[config.mk]
export PLATFORM = sky130hd
export DESIGN_NAME = cpu_operand_address_generator
export DESIGN_NICKNAME = d
export VERILOG_FILES = /design/src/core/addr_gen_pkg.sv /design/src/core/cpu_operand_address_generator.sv
export SDC_FILE = /design/constraint.sdc
export NUM_CORES = 1
export LEC_CHECK = 0
export BUFFER_PORTS_ARGS = -buffer_cell sky130_fd_sc_hd__buf_4
export CAP_MARGIN = 20
export CELL_PAD_IN_SITES_DETAIL_PLACEMENT = 1
export CELL_PAD_IN_SITES_GLOBAL_PLACEMENT = 2
export CORE_UTILIZATION = 33
export CTS_CLUSTER_DIAMETER = 80
export DETAILED_ROUTE_END_ITERATION = 16
export GPL_TIMING_DRIVEN = 0
export PLACE_DENSITY = 0.77
export SYNTH_ARGS = -nofsm -noshare
export SYNTH_HDL_FRONTEND = slang
export SYNTH_SLANG_ARGS = --single-unit
[constraint.sdc]
create_clock -name clk -period 3.5 [get_ports clk]
set_input_delay 0.525 -clock clk [delete_from_list [all_inputs] [get_ports clk]]
set_output_delay 0.525 -clock clk [all_outputs]
set_load 0.01 [all_outputs]
[src/core/addr_gen_pkg.sv]
// Package for the operand address generator: modes, widths, constants, carriers.
// Assumes a single 100 MHz CPU clock domain.
package addr_gen_pkg;

	localparam int ADDR_W = 16;
	localparam int DATA_W = 8;

	// Addressing modes presented by the opcode decoder
	typedef enum logic [4:0] {
		MODE_INHERENT      = 5'h00,
		MODE_IMMEDIATE     = 5'h01,
		MODE_DIR_SHORT     = 5'h02,
		MODE_DIR_LONG      = 5'h03,
		MODE_IDX_NONE      = 5'h04,
		MODE_IDX_SHORT     = 5'h05,
		MODE_IDX_LONG      = 5'h06,
		MODE_IND_SHORT     = 5'h07,
		MODE_IND_LONG      = 5'h08,
		MODE_INDIDX_SHORT  = 5'h09,
		MODE_INDIDX_LONG   = 5'h0A,
		MODE_REL_DIRECT    = 5'h0B,
		MODE_REL_INDIRECT  = 5'h0C,
		MODE_BIT_DIRECT    = 5'h0D,
		MODE_BIT_INDIRECT  = 5'h0E,
		MODE_BITREL_DIRECT = 5'h0F,
		MODE_BITREL_IND    = 5'h10
	} mode_type;

	// Inherent control operations
	typedef enum logic [2:0] {
		CTRL_NONE                   = 3'h0,
		CTRL_SET_IRQ_MASK_OP        = 3'h1,
		CTRL_CLEAR_IRQ_MASK_OP      = 3'h2,
		CTRL_WAIT_FOR_IRQ_OP        = 3'h3,
		CTRL_HALT_OP                = 3'h4,
		CTRL_STACK_POINTER_REINIT_OP = 3'h5
	} ctrl_type;

	typedef enum logic [2:0] {
		ST_IDLE    = 3'h0,
		ST_OPND0   = 3'h1,
		ST_OPND1   = 3'h2,
		ST_PTR0    = 3'h3,
		ST_PTR1    = 3'h4,
		ST_ACCESS  = 3'h5,
		ST_DONE    = 3'h6
	} state_type;

	localparam logic [1:0] IRQ_LEVEL_HIGH = 2'h3;
	localparam logic [1:0] IRQ_LEVEL_LOW  = 2'h0;
	localparam logic [7:0] PAGE_ZERO_HI   = 8'h00;
	localparam logic [15:0] PC_STEP       = 16'h0001;
	localparam logic [15:0] ADDR_ZERO     = 16'h0000;

	// Decoded instruction presented with the opcode
	typedef struct packed {
		mode_type   mode;
		ctrl_type   ctrl;
		logic       useSecondary;
		logic       rmw;
	} decode_type;

	// Result handed to the execution unit
	typedef struct packed {
		logic [15:0] addr;
		logic [7:0]  immValue;
		logic        isImmediate;
		logic        isAccess;
		logic        modeError;
	} result_type;

endpackage

[src/core/cpu_operand_address_generator.sv]
// Operand address generator: fetches operand/pointer bytes after an opcode and forms
// the effective address for all seventeen addressing modes.
// Assumes a memory bus answering each read with rdValid one or more cycles later.
//
// Function
// - Seventeen addressing modes in seven groups are supported.
// - Short forms without indexing confine the operand address to page zero 0x00-0xFF.
// - Long forms reach any address in 64 Kbyte.
// - Read-modify-write instructions accept short forms only.
// - Inherent instructions are one byte, no operand bytes fetched.
// - Immediate instructions carry their operand value in the second byte.
// - Short direct uses one following byte as address 0x00-0xFF.
// - Long direct uses a 16-bit address from two following bytes.
// - Indexed address is unsigned sum of chosen index and offset.
// - Indexed no-offset fetches no byte, uses index value alone.
// - Short indexed adds byte offset untruncated, range 0x000-0x1FE.
// - Long indexed adds index to 16-bit offset from two bytes.
// - Indirect modes read the operand address from a memory pointer.
// - Short indirect fetches a byte pointer from page zero.
// - Long indirect fetches a word pointer from page zero.
// - Indirect indexed adds index register to a memory pointer.
// - Short indirect indexed: byte pointer plus index, range 0x000-0x1FE.
// - Mask-set raises interrupt mask to 3, mask-clear lowers to 0.
// - Halt stops oscillator; wait-for-interrupt enters low power till interrupt.
// - Relative modes add signed 8-bit displacement to program counter; the bit-relative modes form no branch target.
// - Long indirect indexed: word pointer from page zero plus index.
`timescale 1ns/1ps
`default_nettype none

module cpu_operand_address_generator
(
	// Clock and reset
	input  wire logic                      clk,
	input  wire logic                      rst_b,
	input  wire logic                      clkEn,
	// Opcode issue
	input  wire logic                      opStart,
	input  wire addr_gen_pkg::decode_type  opDecode,
	input  wire logic [15:0]               opPc,
	input  wire logic [7:0]                indexPrimary,
	input  wire logic [7:0]                indexSecondary,
	input  wire logic                      irqPending,
	// Memory bus
	output logic                           rdReq,
	output logic [15:0]                    rdAddr,
	input  wire logic                      rdValid,
	input  wire logic [7:0]                rdData,
	// Results
	output logic                           busy,
	output logic                           resultValid,
	output addr_gen_pkg::result_type       result,
	output logic                           branchValid,
	output logic [15:0]                    branchTarget,
	output logic [1:0]                     irqMask,
	output logic                           haltOsc,
	output logic                           lowPowerWait,
	output logic                           spReinit
);

	// ------------------------------------------------------------
	// State
	// ------------------------------------------------------------
	addr_gen_pkg::state_type   state_ff, nxt_state;
	addr_gen_pkg::decode_type  dec_ff, nxt_dec;
	logic [15:0]               pc_ff, nxt_pc;
	logic [15:0]               val_ff, nxt_val;
	logic [7:0]                index_ff, nxt_index;
	logic                      rdReq_ff, nxt_rdReq;
	logic [15:0]               rdAddr_ff, nxt_rdAddr;
	logic                      resValid_ff, nxt_resValid;
	addr_gen_pkg::result_type  result_ff, nxt_result;
	logic                      brValid_ff, nxt_brValid;
	logic [15:0]               brTarget_ff, nxt_brTarget;
	logic [1:0]                irqMask_ff, nxt_irqMask;
	logic                      halt_ff, nxt_halt;
	logic                      wait_ff, nxt_wait;
	logic                      spReinit_ff, nxt_spReinit;
	logic                      busy_ff, nxt_busy;

	logic [1:0]                opndCount;
	logic [4:0]                modeFlags;
	logic                      hasPtr;
	logic                      ptrWord;
	logic                      indexed;
	logic                      relative;
	logic                      longForm;

	// ------------------------------------------------------------
	// Mode properties
	// ------------------------------------------------------------
	// Flag order: pointer, word pointer, indexed, relative, long form
	assign {hasPtr, ptrWord, indexed, relative, longForm} = modeFlags;

	// Operand byte count and mode flags per mode
	always_comb
	begin
		{opndCount, modeFlags} = {2'h0, 5'h00};
		unique case (dec_ff.mode)
			addr_gen_pkg::MODE_INHERENT:      {opndCount, modeFlags} = {2'h0, 5'h00};
			addr_gen_pkg::MODE_IMMEDIATE:     {opndCount, modeFlags} = {2'h1, 5'h00};
			addr_gen_pkg::MODE_DIR_SHORT:     {opndCount, modeFlags} = {2'h1, 5'h00};
			addr_gen_pkg::MODE_DIR_LONG:      {opndCount, modeFlags} = {2'h2, 5'h01};
			addr_gen_pkg::MODE_IDX_NONE:      {opndCount, modeFlags} = {2'h0, 5'h04};
			addr_gen_pkg::MODE_IDX_SHORT:     {opndCount, modeFlags} = {2'h1, 5'h04};
			addr_gen_pkg::MODE_IDX_LONG:      {opndCount, modeFlags} = {2'h2, 5'h05};
			addr_gen_pkg::MODE_IND_SHORT:     {opndCount, modeFlags} = {2'h1, 5'h10};
			addr_gen_pkg::MODE_IND_LONG:      {opndCount, modeFlags} = {2'h1, 5'h19};
			addr_gen_pkg::MODE_INDIDX_SHORT:  {opndCount, modeFlags} = {2'h1, 5'h14};
			addr_gen_pkg::MODE_INDIDX_LONG:   {opndCount, modeFlags} = {2'h1, 5'h1D};
			addr_gen_pkg::MODE_REL_DIRECT:    {opndCount, modeFlags} = {2'h1, 5'h02};
			addr_gen_pkg::MODE_REL_INDIRECT:  {opndCount, modeFlags} = {2'h1, 5'h12};
			addr_gen_pkg::MODE_BIT_DIRECT:    {opndCount, modeFlags} = {2'h1, 5'h00};
			addr_gen_pkg::MODE_BIT_INDIRECT:  {opndCount, modeFlags} = {2'h1, 5'h10};
			addr_gen_pkg::MODE_BITREL_DIRECT: {opndCount, modeFlags} = {2'h1, 5'h00};
			addr_gen_pkg::MODE_BITREL_IND:    {opndCount, modeFlags} = {2'h1, 5'h10};
			default:                          {opndCount, modeFlags} = {2'h0, 5'h00};
		endcase
	end

	// ------------------------------------------------------------
	// Sequencer
	// ------------------------------------------------------------
	// Next-state and datapath for byte fetches and address formation
	always_comb
	begin
		nxt_state    = state_ff;
		nxt_dec      = dec_ff;
		nxt_pc       = pc_ff;
		nxt_val      = val_ff;
		nxt_index    = index_ff;
		nxt_rdReq    = 1'b0;
		nxt_rdAddr   = rdAddr_ff;
		nxt_resValid = 1'b0;
		nxt_result   = result_ff;
		nxt_brValid  = 1'b0;
		nxt_brTarget = brTarget_ff;
		nxt_irqMask  = irqMask_ff;
		nxt_halt     = halt_ff;
		nxt_wait     = wait_ff && !irqPending;
		nxt_spReinit = 1'b0;
		unique case (state_ff)
			addr_gen_pkg::ST_IDLE:
			begin
				if (opStart && !halt_ff)
				begin
					nxt_dec   = opDecode;
					nxt_pc    = opPc + addr_gen_pkg::PC_STEP;
					nxt_val   = addr_gen_pkg::ADDR_ZERO;
					nxt_index = opDecode.useSecondary ? indexSecondary : indexPrimary;
					nxt_state = addr_gen_pkg::ST_OPND0;
					unique case (opDecode.ctrl)
						addr_gen_pkg::CTRL_SET_IRQ_MASK_OP:   nxt_irqMask = addr_gen_pkg::IRQ_LEVEL_HIGH;
						addr_gen_pkg::CTRL_CLEAR_IRQ_MASK_OP: nxt_irqMask = addr_gen_pkg::IRQ_LEVEL_LOW;
						addr_gen_pkg::CTRL_WAIT_FOR_IRQ_OP:   nxt_wait = 1'b1;
						addr_gen_pkg::CTRL_HALT_OP:           nxt_halt = 1'b1;
						addr_gen_pkg::CTRL_STACK_POINTER_REINIT_OP: nxt_spReinit = 1'b1;
						default:                              nxt_halt = halt_ff;
					endcase
				end
				else if (halt_ff && irqPending)
				begin
					nxt_halt = 1'b0;
				end
			end
			addr_gen_pkg::ST_OPND0:
			begin
				// Fetch first operand byte or finish at once
				if (dec_ff.rmw && longForm)
				begin
					nxt_result.modeError   = 1'b1;
					nxt_result.isAccess    = 1'b0;
					nxt_result.isImmediate = 1'b0;
					nxt_resValid = 1'b1;
					nxt_state    = addr_gen_pkg::ST_DONE;
				end
				else if (opndCount == 2'h0)
				begin
					nxt_state = addr_gen_pkg::ST_ACCESS;
				end
				else if (!rdReq_ff)
				begin
					nxt_rdReq  = 1'b1;
					nxt_rdAddr = pc_ff;
				end
				else if (rdValid)
				begin
					nxt_val   = {8'h00, rdData};
					nxt_pc    = pc_ff + addr_gen_pkg::PC_STEP;
					nxt_state = (opndCount == 2'h2) ? addr_gen_pkg::ST_OPND1
						: (hasPtr ? addr_gen_pkg::ST_PTR0 : addr_gen_pkg::ST_ACCESS);
				end
				else
				begin
					nxt_rdReq = 1'b1;
				end
			end
			addr_gen_pkg::ST_OPND1:
			begin
				if (!rdReq_ff)
				begin
					nxt_rdReq  = 1'b1;
					nxt_rdAddr = pc_ff;
				end
				else if (rdValid)
				begin
					nxt_val   = {val_ff[7:0], rdData};
					nxt_pc    = pc_ff + addr_gen_pkg::PC_STEP;
					nxt_state = addr_gen_pkg::ST_ACCESS;
				end
				else
				begin
					nxt_rdReq = 1'b1;
				end
			end
			addr_gen_pkg::ST_PTR0:
			begin
				// Pointer lies in page zero
				if (!rdReq_ff)
				begin
					nxt_rdReq  = 1'b1;
					nxt_rdAddr = {addr_gen_pkg::PAGE_ZERO_HI, val_ff[7:0]};
				end
				else if (rdValid)
				begin
					nxt_val    = {8'h00, rdData};
					nxt_rdAddr = rdAddr_ff + addr_gen_pkg::PC_STEP;
					nxt_state  = ptrWord ? addr_gen_pkg::ST_PTR1 : addr_gen_pkg::ST_ACCESS;
				end
				else
				begin
					nxt_rdReq = 1'b1;
				end
			end
			addr_gen_pkg::ST_PTR1:
			begin
				nxt_rdReq = 1'b1;
				if (rdReq_ff && rdValid)
				begin
					nxt_rdReq = 1'b0;
					nxt_val   = {val_ff[7:0], rdData};
					nxt_state = addr_gen_pkg::ST_ACCESS;
				end
			end
			addr_gen_pkg::ST_ACCESS:
			begin
				// Form effective address or branch target
				nxt_result.modeError   = 1'b0;
				nxt_result.isImmediate = (dec_ff.mode == addr_gen_pkg::MODE_IMMEDIATE);
				nxt_result.immValue    = val_ff[7:0];
				nxt_result.isAccess    = !relative && (dec_ff.mode != addr_gen_pkg::MODE_INHERENT)
					&& (dec_ff.mode != addr_gen_pkg::MODE_IMMEDIATE);
				if (indexed)
					nxt_result.addr = val_ff + {8'h00, index_ff};
				else if (longForm)
					nxt_result.addr = val_ff;
				else
					nxt_result.addr = {addr_gen_pkg::PAGE_ZERO_HI, val_ff[7:0]};
				if (relative)
				begin
					nxt_brTarget = pc_ff + {{8{val_ff[7]}}, val_ff[7:0]};
					nxt_brValid  = 1'b1;
				end
				nxt_resValid = 1'b1;
				nxt_state    = addr_gen_pkg::ST_DONE;
			end
			addr_gen_pkg::ST_DONE:    nxt_state = addr_gen_pkg::ST_IDLE;
			default:                  nxt_state = addr_gen_pkg::ST_IDLE;
		endcase
		nxt_busy = (nxt_state != addr_gen_pkg::ST_IDLE); // Registered so busy leaves a flip-flop
	end

	// Register all state
	always_ff @(posedge clk)
	begin
		if (!rst_b)
		begin
			state_ff    <= addr_gen_pkg::ST_IDLE;
			dec_ff      <= '0;
			pc_ff       <= addr_gen_pkg::ADDR_ZERO;
			val_ff      <= addr_gen_pkg::ADDR_ZERO;
			index_ff    <= 8'h00;
			rdReq_ff    <= 1'b0;
			rdAddr_ff   <= addr_gen_pkg::ADDR_ZERO;
			resValid_ff <= 1'b0;
			result_ff   <= '0;
			brValid_ff  <= 1'b0;
			brTarget_ff <= addr_gen_pkg::ADDR_ZERO;
			irqMask_ff  <= addr_gen_pkg::IRQ_LEVEL_HIGH;
			halt_ff     <= 1'b0;
			wait_ff     <= 1'b0;
			spReinit_ff <= 1'b0;
			busy_ff     <= 1'b0;
		end
		else if (clkEn)
		begin
			state_ff    <= nxt_state;
			dec_ff      <= nxt_dec;
			pc_ff       <= nxt_pc;
			val_ff      <= nxt_val;
			index_ff    <= nxt_index;
			rdReq_ff    <= nxt_rdReq;
			rdAddr_ff   <= nxt_rdAddr;
			resValid_ff <= nxt_resValid;
			result_ff   <= nxt_result;
			brValid_ff  <= nxt_brValid;
			brTarget_ff <= nxt_brTarget;
			irqMask_ff  <= nxt_irqMask;
			halt_ff     <= nxt_halt;
			wait_ff     <= nxt_wait;
			spReinit_ff <= nxt_spReinit;
			busy_ff     <= nxt_busy;
		end
	end

	// Outputs straight from flip-flops
	assign rdReq        = rdReq_ff;
	assign rdAddr       = rdAddr_ff;
	assign busy         = busy_ff;
	assign resultValid  = resValid_ff;
	assign result       = result_ff;
	assign branchValid  = brValid_ff;
	assign branchTarget = brTarget_ff;
	assign irqMask      = irqMask_ff;
	assign haltOsc      = halt_ff;
	assign lowPowerWait = wait_ff;
	assign spReinit     = spReinit_ff;

endmodule // cpu_operand_address_generator

`default_nettype wire

== Yosys cells after proc, flatten, opt, wreduce, memory -nomap -nowiden ==
Memories as Yosys holds them, arrays and structs flattened. A register that Yosys moved wholly into a read port is not among the register bits.
Cells that the tools add are included.

* Memory bits (writable): 0
* Memory bits (read-only): 224
* Bits in registers: 117
* Bits in latches: 0
* Input port bits: 56
* Output and inout port bits: 68
* Memories: 1

{| class="wikitable"
|+ Memory list
! name !! words !! width !! rd ports !! clocked after memory_dff !! write ports !! line !! text
|-
| (name not given) || 32 || 7 || 1 || 1 || 0 || cpu_operand_address_generator.sv:98 || <nowiki>unique case (dec_ff.mode)</nowiki>
|}

* $lt $le $gt $ge: 0
* Mux-type cells: 62
* $mul: 0
* Bitwise operators: 0
* Divide/modulo/power cells: 0
* Shift operators: 0
* Add/sub/neg operators: 5
* Reductions and logical operators: 30
* Eq/ne operators: 22

{| class="wikitable"
|+ Operators with widths
! operator !! count
|-
| $mux W16 || 20
|-
| $pmux W16 S3 || 2
|-
| $pmux W16 S5 || 1
|-
| $add A16 B1 Y16 const B || 3
|-
| $mux W3 || 13
|-
| $mux W1 || 18
|-
| $pmux W3 S6 || 1
|-
| $add A16 B16 Y16 || 1
|-
| $add A16 B8 Y16 || 1
|-
| $ne A2 B2 Y1 const B || 7
|-
| $eq A3 B2 Y1 const B || 4
|-
| $eq A3 B3 Y1 const B || 4
|-
| $mux W5 || 2
|-
| $reduce_and A5 Y1 || 2
|-
| $reduce_bool A5 Y1 || 2
|-
| $reduce_and A3 Y1 || 3
|-
| $reduce_bool A3 Y1 || 3
|-
| $mux W8 || 1
|-
| $reduce_and A4 Y1 || 2
|-
| $reduce_and A8 Y1 || 1
|-
| $logic_and A1 B1 Y1 || 7
|-
| $eq A3 B1 Y1 const B || 2
|-
| $pmux W3 S2 || 1
|-
| $reduce_bool A2 Y1 || 3
|-
| other kinds (13) || 15
|}

== Logic depth before layout (Yosys ltp) ==
* Depth in word-level cells: 8
* Depth in mapped cells: 14
* Depth with buffers taken out: 11

== Least setup slack after synthesis ==
Ideal clock, no wire load.

* Path kind: reg2reg
* From: register state_ff[0]
* To: register pc_ff[12]
* Data required time: 3.426 ns
* Buffers on the path: 3
* Stages on the path, launching flop included: 15
* Arrival: 2.600 ns
* Setup slack: 0.826 ns
* Setup time: 0.074 ns
* Cells stage by stage: dfxtp_1 -> buf_6 -> xor2_1 -> nand2_1 -> buf_2 -> clkbuf_1 -> nand2_1 -> nand2_1 -> ha_1 -> nand2_1 -> a2111oi_0 -> a32oi_1 -> nor2_1 -> nand4_1 -> a31oi_1

* Longest elaborated chain between the ends: 3
* Elaborated cells between the ends (all ways): 9
* Those cells by class: eq/ne (5); mux (1); reduce/logical (3)

{| class="wikitable"
|+ RTL lines
! item !! line !! text
|-
| start, declared || cpu_operand_address_generator.sv:63 || <nowiki>addr_gen_pkg::state_type state_ff, nxt_state;</nowiki>
|-
| start signal, assigned || cpu_operand_address_generator.sv:277 || <nowiki>state_ff <= addr_gen_pkg::ST_IDLE;</nowiki>
|-
| start signal, assigned || cpu_operand_address_generator.sv:296 || <nowiki>state_ff <= nxt_state;</nowiki>
|-
| $eq A3 B1 Y1 (tied with other cells) || cpu_operand_address_generator.sv:141 || <nowiki>unique case (state_ff)</nowiki>
|-
| $ne A2 B2 Y1 (no source line) / $reduce_bool A3 Y1 (equally long branches) || -- ||
|-
| $reduce_and A5 Y1 (no source line) || -- ||
|-
| end signal, assigned || cpu_operand_address_generator.sv:279 || <nowiki>pc_ff <= addr_gen_pkg::ADDR_ZERO;</nowiki>
|-
| end signal, assigned || cpu_operand_address_generator.sv:298 || <nowiki>pc_ff <= nxt_pc;</nowiki>
|-
| end, declared || cpu_operand_address_generator.sv:65 || <nowiki>logic [15:0] pc_ff, nxt_pc;</nowiki>
|}

Several ways; a longest one is shown, not always the timed one.
A chain may end at the register's enable or synchronous reset.

== Worst setup path after layout ==
Ends and elaborated chain as after synthesis.

==> impl_metrics.json <==
{
  "synth_cells": 951,
  "synth-async-reset-ratio": 0,
  "tightest_slew_ns": 0.948,
  "final_antenna_net_count": 0,
  "crit_slowest_cell": "xor2_1",
  "dieWidth_um": 152,
  "grt_pass1_wl_um": 45800,
  "post_synth.cell_area_avg_um2": 7.85,
  "intPower_uw": 2680,
  "first_global_vias": 7921,
  "finalClockSkew_ns": 0.0131,
  "critPathCaptureType": "register",
  "violations": "DRC",
  "ys_seq_elements": 123,
  "drc_errors": 9,
  "worstSetupStartpointType": "register",
  "die_h_um": 152,
  "combPwrFrac": 0.164,
  "drtIter0Drc": 440,
  "timing.fmax_mhz": 313,
  "antenna_found_initial": 0,
  "vias": 7888,
  "maxCapViolations": 0,
  "h-tree-depth": 4,
  "yosys.cell_count.top_type": "nand2_1",
  "crit_top_cell": "nand2_1",
  "instances_no_fill": 1384,
  "setup_viol": 0,
  "layout-area-overhead-vs-synth_pct": 24.6,
  "dp.cells": 1353,
  "cp.required_ns": 3.77,
  "slowest_delay_ns": 0.51,
  "power_frac_seq": 0.389,
  "path_buf_inv": 2,
  "setup_ws_ns": 0.309,
  "nets": 1178,
  "dieArea_mm2": 0.0232,
  "cts_root_buf": "clkbuf_16",
  "slew_headroom": 0.368,
  "rsz0062_at_grt": "no",
  "viasPerCell": 5.70,
  "synth_cell_type_count": 76,
  "grt_util_all_layers": 0.256,
  "cts_tree": "built",
  "synth_area_mm2": 0.00746,
  "clockPowerShare": 0.447,
  "port_buffers": 122,
  "fin_crit_sh": 0.912,
  "critPathTopFamily": "simple AND/OR/NAND/NOR gates",
  "synth.net_count": 1038,
  "drt_wl_total_um": 29200,
  "cts_buffers": 17,
  "crit_chain": "buf_6 > xor2_1 > nand2_1 > buf_2 > nand2_1 > nand2_1 > ha_1 > and4_1 > and2_1 > a32oi_1 > nor2_1 > nand4_1 > a31oi_1",
  "switchingPower_uw": 1250,
  "place_hpwl_um": 21600,
  "grt_overflow_total": 0,
  "worstSetupPathType": "reg2reg",
  "boundaryPins": 124,
  "clk_latency_ns": 0.43,
  "synth_area_leaders": "dfxtp_1 (33%), a21oi_1 (6.7%), nand2_1 (6.4%)",
  "ys_warn_count": 0,
  "clockBufferDepth": 2,
  "ir_drop_mv": 0.275,
  "swShare": 0.318,
  "start_util": 0.339,
  "outcome": "finished with violations",
  "rows": 54,
  "final_layout_size_suffix_gt1_frac": 0.181,
  "drtPass1Iterations": 11,
  "clk_pin_slew_ns": 0.07,
  "coreArea_mm2": 0.0220,
  "synth_top_area_share": 0.330,
  "yosysTopAreaCell": "dfxtp_1",
  "p_leak_uw": 0.00367,
  "cp.arrival_ns": 3.46,
  "fillerInstances": 2722,
  "cp_max_fo": 19,
  "diodes": 0,
  "wl_per_cell_um": 21.1,
  "pre_cts_ws_ns": -0.271,
  "cts_hold_buf": 0,
  "seq_area_frac_synth": 0.330,
  "synth_edf_count": 0,
  "synth_commonest_cells": "nand2_1 (128), dfxtp_1 (123), a21oi_1 (100)",
  "min_period_ns": 3.19,
  "ys.flop_type": "dfxtp_1",
  "hold_class": "in2reg",
  "post-route-util": 0.422,
  "total_power_uw": 3930,
  "grt_max_degree": 20,
  "pwr_density_cell_mw_per_mm2": 422,
  "place.gp.congestion": 0.837,
  "slew_violations": 0,
  "tns_ns": 0,
  "timing.final.hold_violations": 0,
  "cts.sinks": 123
}
through the flow:
| step | instance area (um2) | hold slack [ns] |
|---|---|---|
| 5_1_grt | 9300 | 0.369 |
| 4_1_cts | 9290 | 0.356 |
| 3_5_place_dp | 8730 | 0.447 |
| 3_3_place_gp | 8730 | 0.443 |
| 2_1_floorplan | 7460 | 0.441 |
| 6_report | 9300 | 0.361 |
power groups by stage:
stage / registers, uW / logic [uW] / clock network, uW
4_1_cts: 1530 / 643 / 1770
2_1_floorplan: 1530 / 399 / 0
3_3_place_gp: 1560 / 639 / 0
3_5_place_dp: 1560 / 641 / 0
6_report: 1530 / 645 / 1750
5_1_grt: 1530 / 712 / 1840
per-layer routing:
layer	vias up	routed length [um]	track usage	part of all wire
met1	3879	13700	0.341	0.47
met5	-	0	0	0
met3	41	1420	0.0449	0.049
met4	0	650	0.0841	0.022
li1	3761	-	-	-
met2	207	13400	0.417	0.46
final timing paths:
path                         from               to  depth (start not counted)  slack (ns)
hold / removal        opDecode[0]        dec_ff[0]                          3        0.36
setup reg to reg      state_ff[0]        pc_ff[12]                         13        0.31
hold reg to reg   branchTarget[4]  branchTarget[4]                          2        0.45
setup / recovery      state_ff[0]        pc_ff[12]                         13        0.31
state kept, by name (all words and copies together), names as in the netlist, 3 cells and up:
register and count:
branchTarget 16, dec_ff 6, index_ff 8, pc_ff 16, rdAddr 16, result 27
state_ff 3, val_ff 16
cell usage in the layout (no fill, tap or decap), drive strengths merged, types with 5 or more instances in the layout:
master     n
a31oi     16
nor2      73
a32oi      7
mux2       9
nor3      21
or3        5
ha        29
nand2b    12
and4       5
nand3     59
a22o       5
and3       7
xor2      13
inv       24
nand4     16
o2111ai    6
o21ai     56
xnor2     18
o211ai     6
nor2b      8
a21o      14
clkbuf    53
dfxtp    123
nand2    128
a211oi    32
buf      143
mux2i     33
a21oi    102
clkinv     6
and2       8
worst min-delay path, cell delays in order:
cell and delay [ns]:
buf_4 0.09, mux2i_1 0.06, nor2_1 0.07
area by class of cell:
type                    instances  area (um2)  share of cell area
plain buffers                  57         256              0.0276
clock buffers                  17         425              0.0458
clock inverters                15         140              0.0151
inverters                      19        73.8             0.00794
multi-input cells             751        4670               0.503
flip-flops and latches        123        2460               0.265
well taps                     280         350              0.0377
repair buffers                122         916              0.0985
kinds of logic after synthesis:
logic type,count (synthesis),share of synthesized area
AND/OR/NAND/NOR,363,0.233
flip-flops,123,0.330
adder cells (fa/ha/maj),31,0.0540
XOR/XNOR,31,0.0364
buffers and inverters,77,0.0446
AO/OA/AOI/OAI,284,0.244
multiplexers,42,0.0578
repair_timing:
action | 4_1_cts | 5_1_grt
buffers inserted | 0 | 0
gates resized for setup | 1 | 3
gates cloned | 0 | 0
endpoints found under the setup margin | 3 | 3
Power figures use the tool's default switching activity.
